$ cat src/rtl/mode_one_pkg.sv
package mode_one_pkg;
   // -----------------------------------------------
   // Register map (byte-wide registers)
   // -----------------------------------------------
   localparam logic [3:0] MODE_ADDR     = 4'h0;
   localparam logic [3:0] CMD_ADDR      = 4'h1;
   localparam logic [3:0] MODE2_ADDR    = 4'h2;
   localparam logic [3:0] STAT_ADDR     = 4'h3;
   localparam logic [3:0] IRQ_STAT_ADDR = 4'h4;
   localparam logic [3:0] IRQ_MASK_ADDR = 4'h5;
   localparam logic [3:0] PTR_ADDR      = 4'h6;
   // -----------------------------------------------
   // Field positions of mode_config_first; TX_FLOW_BIT is in mode two
   // -----------------------------------------------
   localparam int RX_FLOW_BIT  = 7;
   localparam int REQ_SRC_BIT  = 6;
   localparam int ERR_MODE_BIT = 5;
   localparam int PM_HI_BIT    = 4;
   localparam int PM_LO_BIT    = 3;
   localparam int PT_BIT       = 2;
   localparam int BC_HI_BIT    = 1;
   localparam int BC_LO_BIT    = 0;
   localparam int TX_FLOW_BIT  = 5;
   // -----------------------------------------------
   // Reset values and command codes
   // -----------------------------------------------
   localparam logic [7:0] MODE1_RESET = 8'h00;
   localparam logic [7:0] MODE2_RESET = 8'h00;
   localparam logic [3:0] IRQ_RESET   = 4'h0;
   localparam logic [2:0] CMD_RST_PTR = 3'h1;
   localparam logic [2:0] CMD_RST_ERR = 3'h4;
   // -----------------------------------------------
   // Parity modes
   // -----------------------------------------------
   typedef enum logic [1:0] {
      PM_WITH  = 2'b00,
      PM_FORCE = 2'b01,
      PM_NONE  = 2'b10,
      PM_MULTI = 2'b11
   } parity_mode_t;
   typedef enum logic [1:0] {
      PAR_EVEN = 2'b00,
      PAR_ODD  = 2'b01,
      PAR_LOW  = 2'b10,
      PAR_HIGH = 2'b11
   } parity_sel_t;
endpackage : mode_one_pkg

$ cat src/rtl/uart_mode_config_first.sv
// Summary of operation
// - Pointer selects first register after reset/command
// - Access to first register advances pointer
// - Flow bit zero: receiver leaves RTS alone
// - Start bit with full FIFO negates RTS
// - RTS reasserted once FIFO has room
// - Both flow sources enabled disables both
// - Character mode: errors show FIFO head only
// - Block mode: errors OR-accumulate until reset
// - Mode 00 with type selects even/odd
// - 01 forces parity, 10 none, 11 multidrop
// - Length code gives 5 to 8 bits
module uart_mode_config_first
(
   // Clock and reset
   input  wire logic                     i_ref_clk,
   input  wire logic                     i_rst_n,
   // Register port
   input  wire logic [3:0]               i_addr,
   input  wire logic [7:0]               i_wdata,
   input  wire logic                     i_wr,
   input  wire logic                     i_rd,
   output logic      [7:0]               o_rdata,
   // Receiver events
   input  wire logic                     i_start_bit,
   input  wire logic                     i_fifo_full,
   input  wire logic                     i_rx_ready,
   input  wire logic                     i_head_pop,
   input  wire logic [3:0]               i_head_err,
   input  wire logic                     i_head_addr,
   input  wire logic                     i_rts_manual,
   // Configuration and outputs
   output logic                          o_request_to_send_out,
   output logic                          o_rx_request,
   output mode_one_pkg::parity_sel_t     o_parity_sel,
   output logic                          o_parity_enable,
   output logic                          o_multidrop,
   output logic [3:0]                    o_data_bits,
   output logic                          o_tx_flow_active,
   output logic                          o_irq
);
   import mode_one_pkg::*;

   // -----------------------------------------------
   // Address decode
   // -----------------------------------------------
   logic [7:0] mode1_q, mode2_q, rdata_q;
   logic       ptr_q, rts_hold_q;
   logic [3:0] err_q, irq_stat_q, irq_mask_q;
   logic       rts_prev_q;

   wire hit_mode  = (i_addr == MODE_ADDR);
   wire mode1_wr  = i_wr & hit_mode & ~ptr_q;
   wire mode2_wr  = i_wr & ((hit_mode & ptr_q) | (i_addr == MODE2_ADDR));
   wire mode1_acc = (i_wr | i_rd) & hit_mode & ~ptr_q;
   wire cmd_wr    = i_wr & (i_addr == CMD_ADDR);
   wire rst_ptr   = cmd_wr & (i_wdata[6:4] == CMD_RST_PTR);
   wire rst_err   = cmd_wr & (i_wdata[6:4] == CMD_RST_ERR);

   // -----------------------------------------------
   // Mode fields
   // -----------------------------------------------
   wire rx_flow   = mode1_q[RX_FLOW_BIT];
   wire tx_flow   = mode2_q[TX_FLOW_BIT];
   wire flow_clash = rx_flow & tx_flow;
   wire rx_flow_ok = rx_flow & ~flow_clash;
   wire err_block = mode1_q[ERR_MODE_BIT];
   wire [1:0] pm  = mode1_q[PM_HI_BIT:PM_LO_BIT];
   wire pt        = mode1_q[PT_BIT];
   wire [1:0] bc  = mode1_q[BC_HI_BIT:BC_LO_BIT];

   function automatic logic [3:0] char_bits(input logic [1:0] code);
      char_bits = 4'h5 + {2'b00, code};
   endfunction : char_bits

   // -----------------------------------------------
   // Registers
   // -----------------------------------------------
   always_ff @(posedge i_ref_clk or negedge i_rst_n) begin
      if (!i_rst_n) begin
         mode1_q <= MODE1_RESET;
         mode2_q <= MODE2_RESET;
         ptr_q   <= 1'b0;
      end else begin
         if (mode1_wr) begin
            mode1_q <= i_wdata;
         end
         if (mode2_wr) begin
            mode2_q <= i_wdata;
         end
         if (rst_ptr) begin
            ptr_q <= 1'b0;
         end else if (mode1_acc) begin
            ptr_q <= 1'b1;
         end
      end
   end

   // Flow control hold: set on start bit while full, dropped when room
   wire rts_hold_d = rx_flow_ok & ((i_start_bit & i_fifo_full) |
                                   (rts_hold_q & i_fifo_full));
   always_ff @(posedge i_ref_clk or negedge i_rst_n) begin
      if (!i_rst_n) begin
         rts_hold_q <= 1'b0;
      end else begin
         rts_hold_q <= rts_hold_d;
      end
   end
   // Flow bit clear leaves the manual level through untouched
   assign o_request_to_send_out = i_rts_manual & ~rts_hold_q;

   // Error status: head only, or sticky OR until the reset command
   wire [3:0] err_d = err_block ? (err_q | (i_head_pop ? i_head_err : 4'h0))
                                : (i_head_pop ? i_head_err : err_q);
   logic head_addr_q;
   always_ff @(posedge i_ref_clk or negedge i_rst_n) begin
      if (!i_rst_n) begin
         err_q       <= 4'h0;
         head_addr_q <= 1'b0;
      end else begin
         err_q <= (rst_err & ~(err_block & i_head_pop)) ? 4'h0 : err_d;
         if (i_head_pop) begin
            head_addr_q <= i_head_addr;
         end
      end
   end

   // -----------------------------------------------
   // Interrupt status: bit0 rx request, bit1 rts drop, bit2 error, bit3 clash
   // -----------------------------------------------
   wire rx_req   = mode1_q[REQ_SRC_BIT] ? i_fifo_full : i_rx_ready;
   // Rising hold marks the RTS drop; both idle low after reset
   wire rts_fall = rts_hold_q & ~rts_prev_q;
   wire [3:0] irq_evt = {flow_clash, |(i_head_err & {4{i_head_pop}}), rts_fall, rx_req};
   wire irq_clr_wr = i_wr & (i_addr == IRQ_STAT_ADDR);
   wire [3:0] irq_clr = irq_clr_wr ? i_wdata[3:0] : 4'h0;
   always_ff @(posedge i_ref_clk or negedge i_rst_n) begin
      if (!i_rst_n) begin
         irq_stat_q <= IRQ_RESET;
         irq_mask_q <= IRQ_RESET;
         rts_prev_q <= 1'b0;
      end else begin
         irq_stat_q <= (irq_stat_q & ~irq_clr) | irq_evt;          // Set wins
         rts_prev_q <= rts_hold_q;
         if (i_wr & (i_addr == IRQ_MASK_ADDR)) begin
            irq_mask_q <= i_wdata[3:0];
         end
      end
   end
   assign o_irq        = |(irq_stat_q & irq_mask_q);
   assign o_rx_request = rx_req;

   // -----------------------------------------------
   // Parity and character length decode
   // -----------------------------------------------
   always_comb begin
      case (parity_mode_t'(pm))
         PM_WITH:  o_parity_sel = pt ? PAR_ODD : PAR_EVEN;
         PM_FORCE: o_parity_sel = pt ? PAR_HIGH : PAR_LOW;
         PM_MULTI: o_parity_sel = pt ? PAR_HIGH : PAR_LOW;
         default:  o_parity_sel = PAR_EVEN;
      endcase
   end
   assign o_parity_enable  = (pm != PM_NONE);
   assign o_multidrop      = (pm == PM_MULTI);
   assign o_data_bits      = char_bits(bc);
   assign o_tx_flow_active = tx_flow & ~flow_clash;

   // -----------------------------------------------
   // Read path, data one cycle after the strobe
   // -----------------------------------------------
   wire [7:0] stat_view = {2'b00, head_addr_q & ~err_block & o_multidrop, 1'b0, err_q};
   logic [7:0] rd_mux;
   always_comb begin
      case (i_addr)
         MODE_ADDR:     rd_mux = ptr_q ? mode2_q : mode1_q;
         MODE2_ADDR:    rd_mux = mode2_q;
         STAT_ADDR:     rd_mux = stat_view;
         IRQ_STAT_ADDR: rd_mux = {4'h0, irq_stat_q};
         IRQ_MASK_ADDR: rd_mux = {4'h0, irq_mask_q};
         PTR_ADDR:      rd_mux = {7'h00, ptr_q};
         default:       rd_mux = 8'h00;
      endcase
   end
   always_ff @(posedge i_ref_clk or negedge i_rst_n) begin
      if (!i_rst_n) begin
         rdata_q <= 8'h00;
      end else begin
         // Zero outside the read cycle keeps stale data off the bus
         rdata_q <= i_rd ? rd_mux : 8'h00;
      end
   end
   assign o_rdata = rdata_q;

   // -----------------------------------------------
   // Pointer checks
   // -----------------------------------------------
   a_ptr_reset_cmd: assert property (@(posedge i_ref_clk) disable iff (!i_rst_n)
      rst_ptr |=> !ptr_q) else $error("pointer not reset by command");

   a_ptr_advance: assert property (@(posedge i_ref_clk) disable iff (!i_rst_n)
      (mode1_acc && !rst_ptr) |=> ptr_q) else $error("pointer did not advance");

   // Accesses to the second register leave the pointer alone
   a_ptr_hold: assert property (@(posedge i_ref_clk) disable iff (!i_rst_n)
      (!rst_ptr && !mode1_acc) |=> (ptr_q == $past(ptr_q)))
      else $error("pointer moved without an access");

   // -----------------------------------------------
   // Flow control checks
   // -----------------------------------------------
   // A hold left from flow control drains one edge after the bit clears
   a_rts_no_effect: assert property (@(posedge i_ref_clk) disable iff (!i_rst_n)
      (!rx_flow && !$past(rx_flow)) |-> (o_request_to_send_out == i_rts_manual))
      else $error("rts changed with flow off");

   a_hold_needs_flow: assert property (@(posedge i_ref_clk) disable iff (!i_rst_n)
      !rx_flow_ok |=> !rts_hold_q) else $error("rts hold without flow control");

   // Hold is registered, so RTS drops on the edge after the start bit
   a_rts_negate: assert property (@(posedge i_ref_clk) disable iff (!i_rst_n)
      (rx_flow_ok && i_start_bit && i_fifo_full) |=> !o_request_to_send_out)
      else $error("rts not negated on full");

   a_rts_release: assert property (@(posedge i_ref_clk) disable iff (!i_rst_n)
      (rts_hold_q && !i_fifo_full) |=> !rts_hold_q) else $error("rts hold stuck");

   // Neither source may touch RTS while both are enabled
   a_flow_clash: assert property (@(posedge i_ref_clk) disable iff (!i_rst_n)
      flow_clash |-> (!o_tx_flow_active ##1 !rts_hold_q)) else $error("clash not disabling");

   // -----------------------------------------------
   // Error status checks
   // -----------------------------------------------
   a_err_char: assert property (@(posedge i_ref_clk) disable iff (!i_rst_n)
      (!err_block && i_head_pop && !rst_err) |=> err_q == $past(i_head_err))
      else $error("char mode error wrong");

   a_err_block: assert property (@(posedge i_ref_clk) disable iff (!i_rst_n)
      (err_block && !rst_err) |=> (err_q & $past(err_q)) == $past(err_q))
      else $error("block mode error lost");

   // The reset command loses only to a head pop in block mode
   a_err_reset: assert property (@(posedge i_ref_clk) disable iff (!i_rst_n)
      (rst_err && !i_head_pop) |=> (err_q == 4'h0))
      else $error("error reset ignored");

   // -----------------------------------------------
   // Decode checks
   // -----------------------------------------------
   a_req_src: assert property (@(posedge i_ref_clk) disable iff (!i_rst_n)
      mode1_q[REQ_SRC_BIT] |-> (o_rx_request == i_fifo_full)) else $error("request source wrong");

   a_req_ready: assert property (@(posedge i_ref_clk) disable iff (!i_rst_n)
      !mode1_q[REQ_SRC_BIT] |-> (o_rx_request == i_rx_ready)) else $error("ready source wrong");

   a_data_bits: assert property (@(posedge i_ref_clk) disable iff (!i_rst_n)
      o_data_bits == 4'h5 + {2'b00, bc}) else $error("bit count wrong");

   a_bits_eight: assert property (@(posedge i_ref_clk) disable iff (!i_rst_n)
      (bc == 2'b11) |-> (o_data_bits == 4'h8)) else $error("longest length wrong");

   a_parity_with: assert property (@(posedge i_ref_clk) disable iff (!i_rst_n)
      (pm == PM_WITH) |-> (o_parity_enable && (o_parity_sel == (pt ? PAR_ODD : PAR_EVEN))))
      else $error("even or odd parity wrong");

   a_parity_none: assert property (@(posedge i_ref_clk) disable iff (!i_rst_n)
      (pm == PM_NONE) |-> (!o_parity_enable && !o_multidrop)) else $error("parity not disabled");

   a_parity_multi: assert property (@(posedge i_ref_clk) disable iff (!i_rst_n)
      (pm == PM_MULTI) |-> (o_multidrop && (o_parity_sel == (pt ? PAR_HIGH : PAR_LOW))))
      else $error("multidrop select wrong");

   // -----------------------------------------------
   // Interrupt and read port checks
   // -----------------------------------------------
   // Set must win over a clear in the same cycle
   a_irq_sticky: assert property (@(posedge i_ref_clk) disable iff (!i_rst_n)
      (|irq_evt) |=> ((irq_stat_q & $past(irq_evt)) == $past(irq_evt)))
      else $error("interrupt event lost");

   a_irq_masked: assert property (@(posedge i_ref_clk) disable iff (!i_rst_n)
      (irq_mask_q == 4'h0) |-> !o_irq) else $error("masked interrupt raised");

   // Read data stand for one cycle only, zero otherwise
   a_rdata_idle: assert property (@(posedge i_ref_clk) disable iff (!i_rst_n)
      !i_rd |=> (o_rdata == 8'h00)) else $error("read data outside read cycle");

   // -----------------------------------------------
   // Coverage of the main scenarios
   // -----------------------------------------------
   c_rts_drop: cover property (@(posedge i_ref_clk) disable iff (!i_rst_n)
      rts_hold_q ##[1:20] !rts_hold_q);
   c_ptr_cycle: cover property (@(posedge i_ref_clk) disable iff (!i_rst_n)
      mode1_acc ##[1:10] rst_ptr);
   c_block_acc: cover property (@(posedge i_ref_clk) disable iff (!i_rst_n)
      err_block && i_head_pop ##1 i_head_pop);
   c_flow_clash: cover property (@(posedge i_ref_clk) disable iff (!i_rst_n)
      flow_clash ##1 !flow_clash);
   c_addr_char: cover property (@(posedge i_ref_clk) disable iff (!i_rst_n)
      o_multidrop && !err_block && i_head_pop && i_head_addr);
endmodule : uart_mode_config_first

$ cat config.mk
export PLATFORM = sky130hd
export DESIGN_NAME = uart_mode_config_first
export DESIGN_NICKNAME = d
export VERILOG_FILES = /design/src/rtl/mode_one_pkg.sv /design/src/rtl/uart_mode_config_first.sv
export SDC_FILE = /design/constraint.sdc
export NUM_CORES = 1
export LEC_CHECK = 0
export ABC_AREA = 1
export BUFFER_PORTS_ARGS = -buffer_cell sky130_fd_sc_hd__buf_2
export CAP_MARGIN = 10
export CELL_PAD_IN_SITES_DETAIL_PLACEMENT = 0
export CELL_PAD_IN_SITES_GLOBAL_PLACEMENT = 1
export CORE_MARGIN = 2
export CORE_UTILIZATION = 38
export DETAILED_ROUTE_END_ITERATION = 10
export GPL_TIMING_DRIVEN = 1
export PLACE_DENSITY_LB_ADDON = 0.1
export SYNTH_ARGS = -nofsm -noshare
export SYNTH_HDL_FRONTEND = slang
export SYNTH_SLANG_ARGS = --single-unit
$ cat constraint.sdc
create_clock -name i_ref_clk -period 1.3 [get_ports i_ref_clk]
set_input_delay 0.065 -clock i_ref_clk [delete_from_list [all_inputs] [get_ports i_ref_clk]]
set_output_delay 0.065 -clock i_ref_clk [all_outputs]
set_load 0.05 [all_outputs]
; Yosys cells after proc, flatten, opt, wreduce, memory -nomap -nowiden
; Cells that the tools add are included.
[totals]
register_bits = 40
inputBits = 26
[op_classes]
add_sub_neg = 1
n_eq_ne = 11
mux = 14
bitwise = 38
reduce_logical = 7
[op_table]
columns = cell, count
row1 = $pmux W8 S6, 1
row2 = $and A1 B1 Y1, 23
row3 = $mux W4, 5
row4 = $mux W8, 2
row5 = $and A4 B4 Y4, 3
row6 = $eq A4 B3 Y1 const B, 3
row7 = $eq A4 B2 Y1 const B, 2
row8 = $or A4 B4 Y4, 2
row9 = $reduce_or A4 Y1, 2
row10 = $not A1 Y1, 6
row11 = $mux W1, 5
row12 = $add A3 B2 Y4 const A, 1
row13 = $eq A4 B1 Y1 const B, 1
row14 = $logic_not A4 Y1, 1
row15 = $not A4 Y4, 1
row16 = $pmux W2 S2, 1
row17 = $eq A3 B1 Y1 const B, 1
row18 = $eq A3 B3 Y1 const B, 1
row19 = $or A1 B1 Y1, 3
row20 = $reduce_bool A3 Y1, 1
row21 = $eq A2 B1 Y1 const B, 1
row22 = $eq A2 B2 Y1 const B, 1
row23 = $logic_not A2 Y1, 1
row24 = $ne A2 B2 Y1 const B, 1
row25 = 2 further kinds, 2

; Depth between registers and ports, before layout
; Gate-level depths: netlist of the first run.
[logic_depth]
word_depth = 6
depth_mapped = 7
ltp_nobuf = 7

; Least setup slack after synthesis of the first run
; Ideal clock, no wire load.
[synth_path]
kind = flip-flop to output port
start = register mode1_q[4]
end = output port o_parity_sel[0]
arrival_ps = 1192
slack_ps = 43
path_stages_with_launch = 2
path_buffers = 0
path_cell_list = dfrtp_1 -> a21oi_1
[synth_via]
elab_chain_cells = 3
[synth_lines]
columns = element, line
row1 = from (decl), uart_mode_config_first.sv:47  ; logic [7:0] mode1_q, mode2_q, rdata_q;
row2 = from (signal assigned), uart_mode_config_first.sv:86  ; mode1_q <= i_wdata;
row3 = $eq A2 B2 Y1 / $eq A2 B1 Y1 (equally long branches), uart_mode_config_first.sv:157  ; case (parity_mode_t'(pm))
row4 = $reduce_or A2 Y1 (no source line), --
row5 = $pmux W2 S2 *, uart_mode_config_first.sv:157
row6 = to (decl), uart_mode_config_first.sv:35  ; output mode_one_pkg::parity_sel_t o_parity_sel,
; Every way passes the cells marked *; elsewhere a longest branch is shown, timed or not.

; Worst setup path after layout of the first run
[layout_path]
start = register mode1_q[0]
end = output port o_data_bits[1]
[layout_via]
elab_chain_cells = 1
[layout_lines]
columns = element, line
row1 = $add A3 B2 Y4, uart_mode_config_first.sv:73  ; char_bits = 4'h5 + {2'b00, code};
row2 = to (decl), uart_mode_config_first.sv:38  ; output logic [3:0] o_data_bits,
; Every way passes these cells.

==> flow_summary_export.csv, run 1 <==
group,metric,value,unit
sta,worst_pin_slew,0.3540,ns
detailed_routing,ant_nets,0,
global_routing,grt_pass1_wl,7762,um
worst_setup_path,worst_setup_path_end_kind,"output port",
sta,slew_violations,0,
detailed_routing,drt-met1-wl,2284,um
logic_synthesis,synthCells,249,
logic_synthesis,synth-xor-area-share,0,
detailed_routing,num_vias,1683,
logic_synthesis,syn-cell-area,0.001981,mm^2
layout,layout.nets,328,
die,core_area,0.005075,mm^2
clock_network,cts_root_buf,"clkbuf_8",
global_routing,grt_pass1_vias,1623,
global_routing,grt_max_degree,41,
layout,fin_cells,371,
logic_synthesis,synth_top_family_by_area,"simple AND/OR/NAND/NOR gates",
layout,drive_above_1_share,0.2458,
job,maxCapViolations,0,
layout,num_antenna_cells,0,
hold_path,hold_depth,3,
worst_setup_path,rr_worst_depth,5,
detailed_routing,met2_length,2158,um
logic_synthesis,yosys.area.top_type_share,0.5054,
die,die-area,0.005806,mm^2
worst_setup_path,r2r_start,"ptr_q",
die,dieHeight,76.20,um
detailed_routing,viasPerCell,4.536,
sta,clock-skew-final,0.006379,ns
die,start_util,0.3903,
global_routing,grt_overflow,0,
logic_synthesis,synthAdderAreaFrac,0.006317,
sta,timing.final.crit_share,0.9674,
logic_synthesis,synth_top_cell_by_area,"dfrtp_1",
detailed_routing,route.met3.wl,153,um
clock_network,clk_pin_slew,0.08,ns
hold_path,hold_class,"in -> reg",
worst_setup_path,cp_data_arrival_time,1.19,ns
worst_setup_path,r2r_end,"mode2_q[1]",
sta,setup_viol,0,
clock_network,numCtsBuffers,5,
worst_setup_path,critPathLaunchType,"flop",
logic_synthesis,ys_ff_latch,40,
sta,clock.fmax,0.7952,GHz
logic_synthesis,yosys.cell_types.count,20,
layout,synthToLayoutAreaGrowth,21.60,%
power_and_ir_drop,leakage,1.277,nW
placed_design,hpwl,3633,um
die,rows,26,
detailed_routing,drc,0,
clock_network,clk_path_buf_depth,2,
worst_setup_path,r2r_setup_slack,0.13,ns
logic_synthesis,synth-simple-area-share,0.2767,
clock_network,clk-insertion-delay-late,0.28,ns
sta,fin_setup_tns,0,ns
hold_path,min_to,"irq_stat_q[0]",
clock_network,h-tree-depth,2,
logic_synthesis,synth_area_per_cell,7.954,um^2
global_routing,track_usage,0.1677,
power_and_ir_drop,peakVddDrop,0.5851,mV
sta,relSlewSlack,0.7631,
clock_network,clock_sinks,40,
logic_synthesis,synth_compound_area_frac,0.1320,
detailed_routing,drt_first_iter_violations,46,
detailed_routing,wl_per_cell,12.43,um
worst_setup_path,critPathSlowestCell,"dfrtp_1",
worst_setup_path,cpPeakStageDelay,0.41,ns
worst_setup_path,cp.required,1.24,ns
logic_synthesis,ys_seq_area_frac,0.5054,
hold_path,hp-start,"i_rx_ready",
sta,finalHoldViolCount,0,
status,outcome,"finished, final reports clean",
placed_design,numPlacedInstances,362,
die,die_x,76.20,um
die,io_pins,46,
worst_setup_path,crit_type,"reg -> out",
worst_setup_path,crit_chain,"ha_1, clkbuf_4",
sta,rsz0062_at_grt,"no",
sta,final.min_clock_period,1.258,ns
logic_synthesis,syn_nets,276,
power_and_ir_drop,p_per_area,1136,mW/mm^2
placed_design,place_congestion,0.8434,
clock_network,cts_tree,"yes",
detailed_routing,routed_wl,4612,um
logic_synthesis,synth-warning-count,0,
detailed_routing,maxUsedRoutingLayer,"met4",
logic_synthesis,synthTopCellsByArea,"dfrtp_1 51%, nand2_1 15%, inv_1 6.3%",
placed_design,io_buffers,45,
global_routing,antenna_found_initial,0,
detailed_routing,dr.pass1.iters,4,
worst_setup_path,crit_fanout,3,
logic_synthesis,synthMuxAreaShare,0,
==> timing repair <==
item | CTS | global route
hold buffers | 2 | 0
endpoints found under the hold margin | 41 | 0
endpoints found under the setup margin | 1 | 5
resized for setup | 1 | 7
buffers inserted | 0 | 0
==> area by class of cell <==
type / count / area (um^2)
clock buffer: 6 / 72.57
clock inverter: 1 / 5.005
fill: 549 / 2666
inverter: 33 / 123.9
multi-input combinational: 171 / 825.8
sequential: 40 / 1003
tap: 70 / 87.58
timing repair buffer: 50 / 290.3
==> power by group <==
part | total (mW) | internal, mW | switching (mW)
Sequential | 1.46 | 1.37 | 0.0951
Clock | 0.769 | 0.365 | 0.404
Combinational | 0.507 | 0.181 | 0.326
Total | 2.74 | 1.91 | 0.824
==> logic make-up (layout without fill, tap and decap cells) <==
logic type      count (synthesis)  count (layout)
simple gates                  126             126
compound gates                 44              44
flops                          40              40
buf+inv                        38              90
fa+ha+maj                       1               1
==> per-layer routing <==
layer,up-vias,global-route usage
met2,24,0.2705
met3,2,0.03791
met4,0,0.03273
met5,-,0
li1,893,-
met1,764,0.2343
==> stage by stage <==
| stage | cell area, um^2 | total power, mW | setup slack (ns) | util | hold slack (ns) |
|---|---|---|---|---|---|
| floorplan | 1981 | 1.807 | 0.04259 | - | -0.2306 |
| global placement | 2295 | 1.987 | 0.1389 | 0.4522 | 0.05459 |
| detailed placement | 2295 | 1.992 | 0.1267 | 0.4522 | 0.05262 |
| CTS | 2392 | 2.769 | 0.001487 | 0.4714 | 0.01481 |
| global route | 2409 | 2.904 | 0.008875 | 0.4746 | 0.02106 |
| finish | 2409 | 2.737 | 0.04239 | 0.4746 | 0.001746 |
==> state kept, by name, indices dropped and copies added, names as in the netlist <==
signal	cells
rts_prev_q	1
err_q	4
ptr_q	1
o_rdata	8
mode2_q	8
irq_stat_q	4
rts_hold_q	1
head_addr_q	1
irq_mask_q	4
mode1_q	8
==> worst max path at each step <==
stage / from / endpoint / slack, ns / depth (start not counted)
final: mode1_q[0] / o_data_bits[1] / 0.04 / 2
after global placement: i_addr[0] / mode1_q[7] / 0.14 / 7
after CTS: mode1_q[1] / o_data_bits[1] / 0.001 / 2
after detailed placement: i_addr[0] / mode1_q[7] / 0.13 / 7
after global routing: mode1_q[1] / o_data_bits[1] / 0.009 / 2
after floorplan: mode1_q[4] / o_parity_sel[0] / 0.04 / 1
==> worst max-delay path: cells and delay by family (launching register included) <==
family	cells	cell delay [ns]
flip-flops	1	0.41
adder cells (fa/ha/maj)	1	0.29
buffers and inverters	1	0.21
==> cells in the mapped netlist <==
cell	instances
o21ai_2	7
nand4_1	2
nand2_4	2
buf_6	2
clkbuf_1	3
nor4_1	1
ha_1	1
o21ai_1	11
inv_1	33
nand2_2	3
nor3_1	2
nand2_1	77
nand3_1	16
nor2_1	20
a21oi_2	1
nor2_4	3
o21ai_4	1
a21oi_1	10
o21ai_0	14
dfrtp_1	40
==> layout by cell type (no fill, tap or decap) <==
| cell type | instances |
|---|---|
| dlygate4sd3_1 | 2 |
| o21ai_4 | 1 |
| o21ai_2 | 8 |
| nand2_4 | 2 |
| nand2_2 | 3 |
| inv_1 | 33 |
| dfrtp_2 | 2 |
| nor3_1 | 2 |
| clkbuf_8 | 5 |
| nor4_1 | 1 |
| clkbuf_1 | 1 |
| clkbuf_4 | 4 |
| nor2_4 | 3 |
| buf_4 | 2 |
| nand3_1 | 16 |
| o21ai_0 | 13 |
| o21ai_1 | 11 |
| buf_12 | 1 |
| a21oi_1 | 10 |
| nand2_1 | 77 |
| nor2_1 | 20 |
| nand4_1 | 2 |
| ha_1 | 1 |
| buf_2 | 41 |
| dfrtp_1 | 38 |
| a21oi_2 | 1 |
| clkinv_2 | 1 |
Power figures use the tool's default switching activity.
==> inputs of run 2 (changes only) <==
--- a/config.mk
+++ b/config.mk
@@ -16,3 +16,3 @@
 export GPL_TIMING_DRIVEN = 1
-export PLACE_DENSITY_LB_ADDON = 0.1
+export PLACE_DENSITY = 0.76
 export SYNTH_ARGS = -nofsm -noshare
@@ -20 +20,2 @@
 export SYNTH_SLANG_ARGS = --single-unit
+export TNS_END_PERCENT = 5
--- a/constraint.sdc
+++ b/constraint.sdc
@@ -3,2 +3,2 @@
 set_output_delay 0.065 -clock i_ref_clk [all_outputs]
-set_load 0.05 [all_outputs]
+set_load 0.01 [all_outputs]
==> run 2 against run 1 <==
Sequential cell count unchanged. Clock skew hardly changed. Sequential power about the same. Worst setup slack improved by 0.024 ns.
==> flow_summary_export.csv, run 2 (same netlist as run 1, synthesis figures left out) <==
group,metric,value,unit
die,die-area,0.005806,mm^2
die,start_util,0.3903,
placed_design,place_area,0.002325,mm^2
layout,n_fill_cell,537,
worst_setup_path,critPathLaunchType,"flop",
sta,final.min_clock_period,1.234,ns
detailed_routing,drt_first_iter_violations,116,
die,die_x,76.20,um
global_routing,antenna_found_initial,0,
detailed_routing,viasPerCell,4.633,
die,io_pins,46,
die,core_area,0.005075,mm^2
sta,worst_pin_slew,0.4328,ns
placed_design,io_buffers,45,
clock_network,cts_root_buf,"clkbuf_8",
detailed_routing,num_vias,1728,
layout,final_area,0.002414,mm^2
clock_network,clk-insertion-delay-late,0.29,ns
layout,drive_above_1_share,0.2442,
worst_setup_path,crit_fanout,4,
sta,clock.fmax,0.8106,GHz
die,rows,26,
clock_network,clock_sinks,40,
sta,slew_violations,0,
global_routing,grt_max_degree,26,
global_routing,grt_pass1_vias,1607,
layout,synthToLayoutAreaGrowth,21.86,%
hold_path,hold_class,"in -> reg",
detailed_routing,ant_nets,0,
layout,fin_util,0.4756,
detailed_routing,drc,0,
layout,layout.nets,332,
die,dieHeight,76.20,um
clock_network,clk_pin_slew,0.07,ns
placed_design,hpwl,3755,um
sta,clock-skew-final,0.006423,ns
global_routing,grt_overflow,0,
worst_setup_path,cp_data_arrival_time,1.17,ns
sta,finalHoldViolCount,0,
sta,relSlewSlack,0.7115,
job,maxCapViolations,0,
global_routing,grt_pass1_wl,8162,um
status,outcome,"finished, final reports clean",
layout,seq_area,0.001001,mm^2
layout,num_antenna_cells,0,
clock_network,clk_path_buf_depth,2,
clock_network,cts_tree,"yes",
sta,rsz0062_at_grt,"no",
placed_design,place_congestion,0.8149,
layout,final_common_cell,"nand2_1",
placed_design,numPlacedInstances,366,
power_and_ir_drop,p_per_area,1089,mW/mm^2
sta,fin_setup_tns,0,ns
detailed_routing,wl_per_cell,12.99,um
clock_network,numCtsBuffers,5,
layout,mostFrequentLayoutCells,"77 x nand2_1, 45 x buf_2, 40 x dfrtp_1",
power_and_ir_drop,leakage,1.292,nW
power_and_ir_drop,power,2.628,mW
layout,multi_input_area,822.0,um^2
sta,timing.final.crit_share,0.9490,
clock_network,post_cts_buffers,0,
clock_network,h-tree-depth,2,
global_routing,track_usage,0.1811,
power_and_ir_drop,peakVddDrop,0.4445,mV
worst_setup_path,worst_setup_path_end_kind,"output port",
layout,fin_cells,373,
detailed_routing,dr.pass1.iters,4,
sta,setup_viol,0,
worst_setup_path,crit_type,"reg -> out",
worst_setup_path,cp.required,1.24,ns
detailed_routing,routed_wl,4847,um
## run 2: worst paths after layout
kind / endpoint / start / depth (start not counted) / slack [ns]
setup / recovery: o_rx_request / mode1_q[6] / 3 / 0.07
hold / removal: o_rdata[5] / i_rd / 3 / 0.03
setup reg to reg: mode2_q[4] / ptr_q / 5 / 0.09
hold reg to reg: irq_stat_q[1] / rts_prev_q / 1 / 0.43
max in group asynchronous: irq_stat_q[2] / i_rst_n / 3 / 0.57
min in group asynchronous: mode1_q[4] / i_rst_n / 2 / 0.25
## run 2: layer usage
metal,global-route usage,up-vias,share of wire
met2,0.2759,56,0.45
li1,-,900,-
met1,0.2494,765,0.47
met4,0.08727,0,0.021
met3,0.03436,7,0.051
met5,0,-,0
## run 2: final cells by class
type | instances | area share
Tap cell | 70 | 0.03629
Clock buffer | 5 | 0.02851
Sequential cell | 40 | 0.4147
Inverter | 33 | 0.05132
Timing Repair Buffer | 54 | 0.1286
Multi-Input combinational cell | 171 | 0.3406
## run 2: timing repair
item	in CTS	in global routing
hold buffers	2	0
gates resized for setup	1	0
endpoints found under the hold margin	16	0
endpoints found under the setup margin	1	0
## run 2: stage by stage
step | hold WS [ns] | setup slack [ns]
after floorplan | -0.2306 | 0.1642
after global placement | 0.01942 | 0.1693
after detailed placement | 0.03048 | 0.09770
after CTS | 0.01462 | 0.05935
after global routing | 0.03019 | 0.007833
final | 0.02923 | 0.06634
## run 2: report_power, final
group	total, mW	leakage (nW)	internal [mW]	switching [mW]
sequential	1.46	0.500	1.37	0.0917
combinational	0.442	0.756	0.185	0.256
clock	0.729	0.0359	0.346	0.383
## run 2: worst max-delay path, stage by stage (launching register included)
cell and delay [ns]:
dfrtp_1 0.43, o21ai_1 0.24, inv_1 0.07, buf_2 0.14
==> inputs of run 3 (changes only) <==
Settings changed: CORE_ASPECT_RATIO from default to 1.75.
==> run 3 against run 2 <==
Routed wire length increased by 0.25%. Hold slack got worse by 0.019 ns. Global-route usage increased by 0.67 points.
==> flow_summary_export.csv, run 3 (same netlist as run 1, synthesis figures left out) <==
group,metric,value,unit
detailed_routing,drt_first_iter_violations,46,
worst_setup_path,cp.required,1.24,ns
hold_path,hold_class,"in -> reg",
sta,timing.final.crit_share,0.9301,
global_routing,grt_pass1_vias,1711,
sta,hold_ws,0.009798,ns
worst_setup_path,cp_data_arrival_time,1.14,ns
clock_network,cts_root_buf,"clkbuf_8",
layout,synthToLayoutAreaGrowth,20.66,%
detailed_routing,drc,0,
clock_network,h-tree-depth,2,
die,core_area,0.004977,mm^2
worst_setup_path,worst_setup_path_end_kind,"output port",
sta,relSlewSlack,0.6638,
clock_network,clk_pin_slew,0.08,ns
sta,slew_violations,0,
layout,final_common_cell,"nand2_1",
sta,rsz0062_at_grt,"no",
worst_setup_path,critPathSlowestCell,"dfrtp_1",
global_routing,antenna_found_initial,0,
worst_setup_path,crit_type,"reg -> out",
sta,worst_pin_slew,0.5042,ns
worst_setup_path,path_buf_inv,2,
placed_design,hpwl,3822,um
die,die-area,0.005829,mm^2
detailed_routing,dr.pass1.iters,5,
clock_network,clk_path_buf_depth,2,
worst_setup_path,critPathLaunchType,"flop",
die,io_pins,46,
worst_setup_path,cpPeakStageDelay,0.44,ns
layout,fin_cells,358,
global_routing,track_usage,0.1878,
sta,final.min_clock_period,1.209,ns
detailed_routing,num_vias,1748,
die,rows,34,
clock_network,cts_tree,"yes",
sta,clock-skew-final,0.002991,ns
detailed_routing,viasPerCell,4.883,
power_and_ir_drop,peakVddDrop,0.6215,mV
clock_network,post_cts_buffers,0,
layout,num_antenna_cells,0,
worst_setup_path,path_delay_family,"flip-flops",
detailed_routing,routed_wl,4859,um
die,start_util,0.3979,
global_routing,grt_pass1_wl,8190,um
global_routing,grt_max_degree,41,
detailed_routing,wl_per_cell,13.57,um
layout,n_fill_cell,536,
sta,finalHoldViolCount,0,
clock_network,clock_sinks,40,
placed_design,numPlacedInstances,348,
worst_setup_path,crit_fanout,4,
layout,drive_above_1_share,0.2467,
status,outcome,"finished, final reports clean",
die,die_x,58.58,um
placed_design,io_buffers,45,
worst_setup_path,crit_chain,"o21ai_1, inv_1, buf_2",
layout,final_area,0.002390,mm^2
clock_network,clk-insertion-delay-late,0.29,ns
power_and_ir_drop,p_per_area,1153,mW/mm^2
clock_network,numCtsBuffers,5,
global_routing,grt_overflow,0,
placed_design,place_congestion,0.7963,
power_and_ir_drop,leakage,1.292,nW
power_and_ir_drop,power,2.756,mW
sta,clock.fmax,0.8270,GHz
layout,layout.nets,330,
sta,fin_setup_tns,0,ns
placed_design,place_area,0.002277,mm^2
layout,mostFrequentLayoutCells,"77 x nand2_1, 45 x buf_2, 40 x dfrtp_1",
detailed_routing,ant_nets,0,
die,dieHeight,99.51,um
sta,setup_viol,0,
job,maxCapViolations,0,
[run 3: changes by cell type in the layout (fill, tap and decap cells not counted), sizes merged]
| cell | previous run | this run |
|---|---|---|
| buf | 52 | 50 |
| clkbuf | 5 | 6 |
| clkinv | 0 | 2 |
[run 3: layout make-up]
type,count,area [um^2],area share
Inverter,33,123.9,0.05183
Clock inverter,2,10.01,0.004188
Clock buffer,6,82.58,0.03456
Tap cell,54,67.56,0.02827
Timing Repair Buffer,52,282.8,0.1183
Multi-Input combinational cell,171,822.0,0.3440
Sequential cell,40,1001,0.4188
[run 3: where the power goes]
part	switching, mW	internal (mW)
Clock	0.437	0.424
Combinational	0.257	0.178
Sequential	0.0950	1.36
[run 3: final timing paths]
path	startpoint	to	slack [ns]	depth (start not counted)
worst min-delay path	i_rd	o_rdata[5]	0.01	3
worst max register to register	ptr_q	mode2_q[4]	0.09	5
worst max-delay path	mode1_q[6]	o_rx_request	0.09	3
min in group asynchronous	i_rst_n	o_rdata[6]	0.36	3
worst min register to register	rts_prev_q	irq_stat_q[1]	0.41	1
max in group asynchronous	i_rst_n	err_q[2]	0.59	3
[run 3: what timing repair did]
action | in CTS | in global routing
hold buffers | 2 | 0
gates resized for setup | 1 | 0
endpoints found under the hold margin | 41 | 0
endpoints found under the setup margin | 1 | 0
[run 3: worst register-to-register path, cell delays in order (launching register included)]
cell	delay, ns
dfrtp_1	0.44
inv_1	0.13
o21ai_4	0.19
nand2_4	0.16
nand2_1	0.12
o21ai_2	0.06
[run 3: metrics by stage]
step	setup slack [ns]	util
CTS	0.07130	0.4801
global route	0.01768	0.4801
floorplan	0.1642	-
detailed placement	0.05894	0.4575
global placement	0.06105	0.4575
finish	0.09086	0.4801
[run 3: routing by layer]
metal,up-vias,share of wire,GRT usage
li1,891,-,-
met4,0,0.023,0.07343
met3,9,0.047,0.02991
met5,-,0,0
met1,796,0.39,0.2214
met2,52,0.54,0.3319
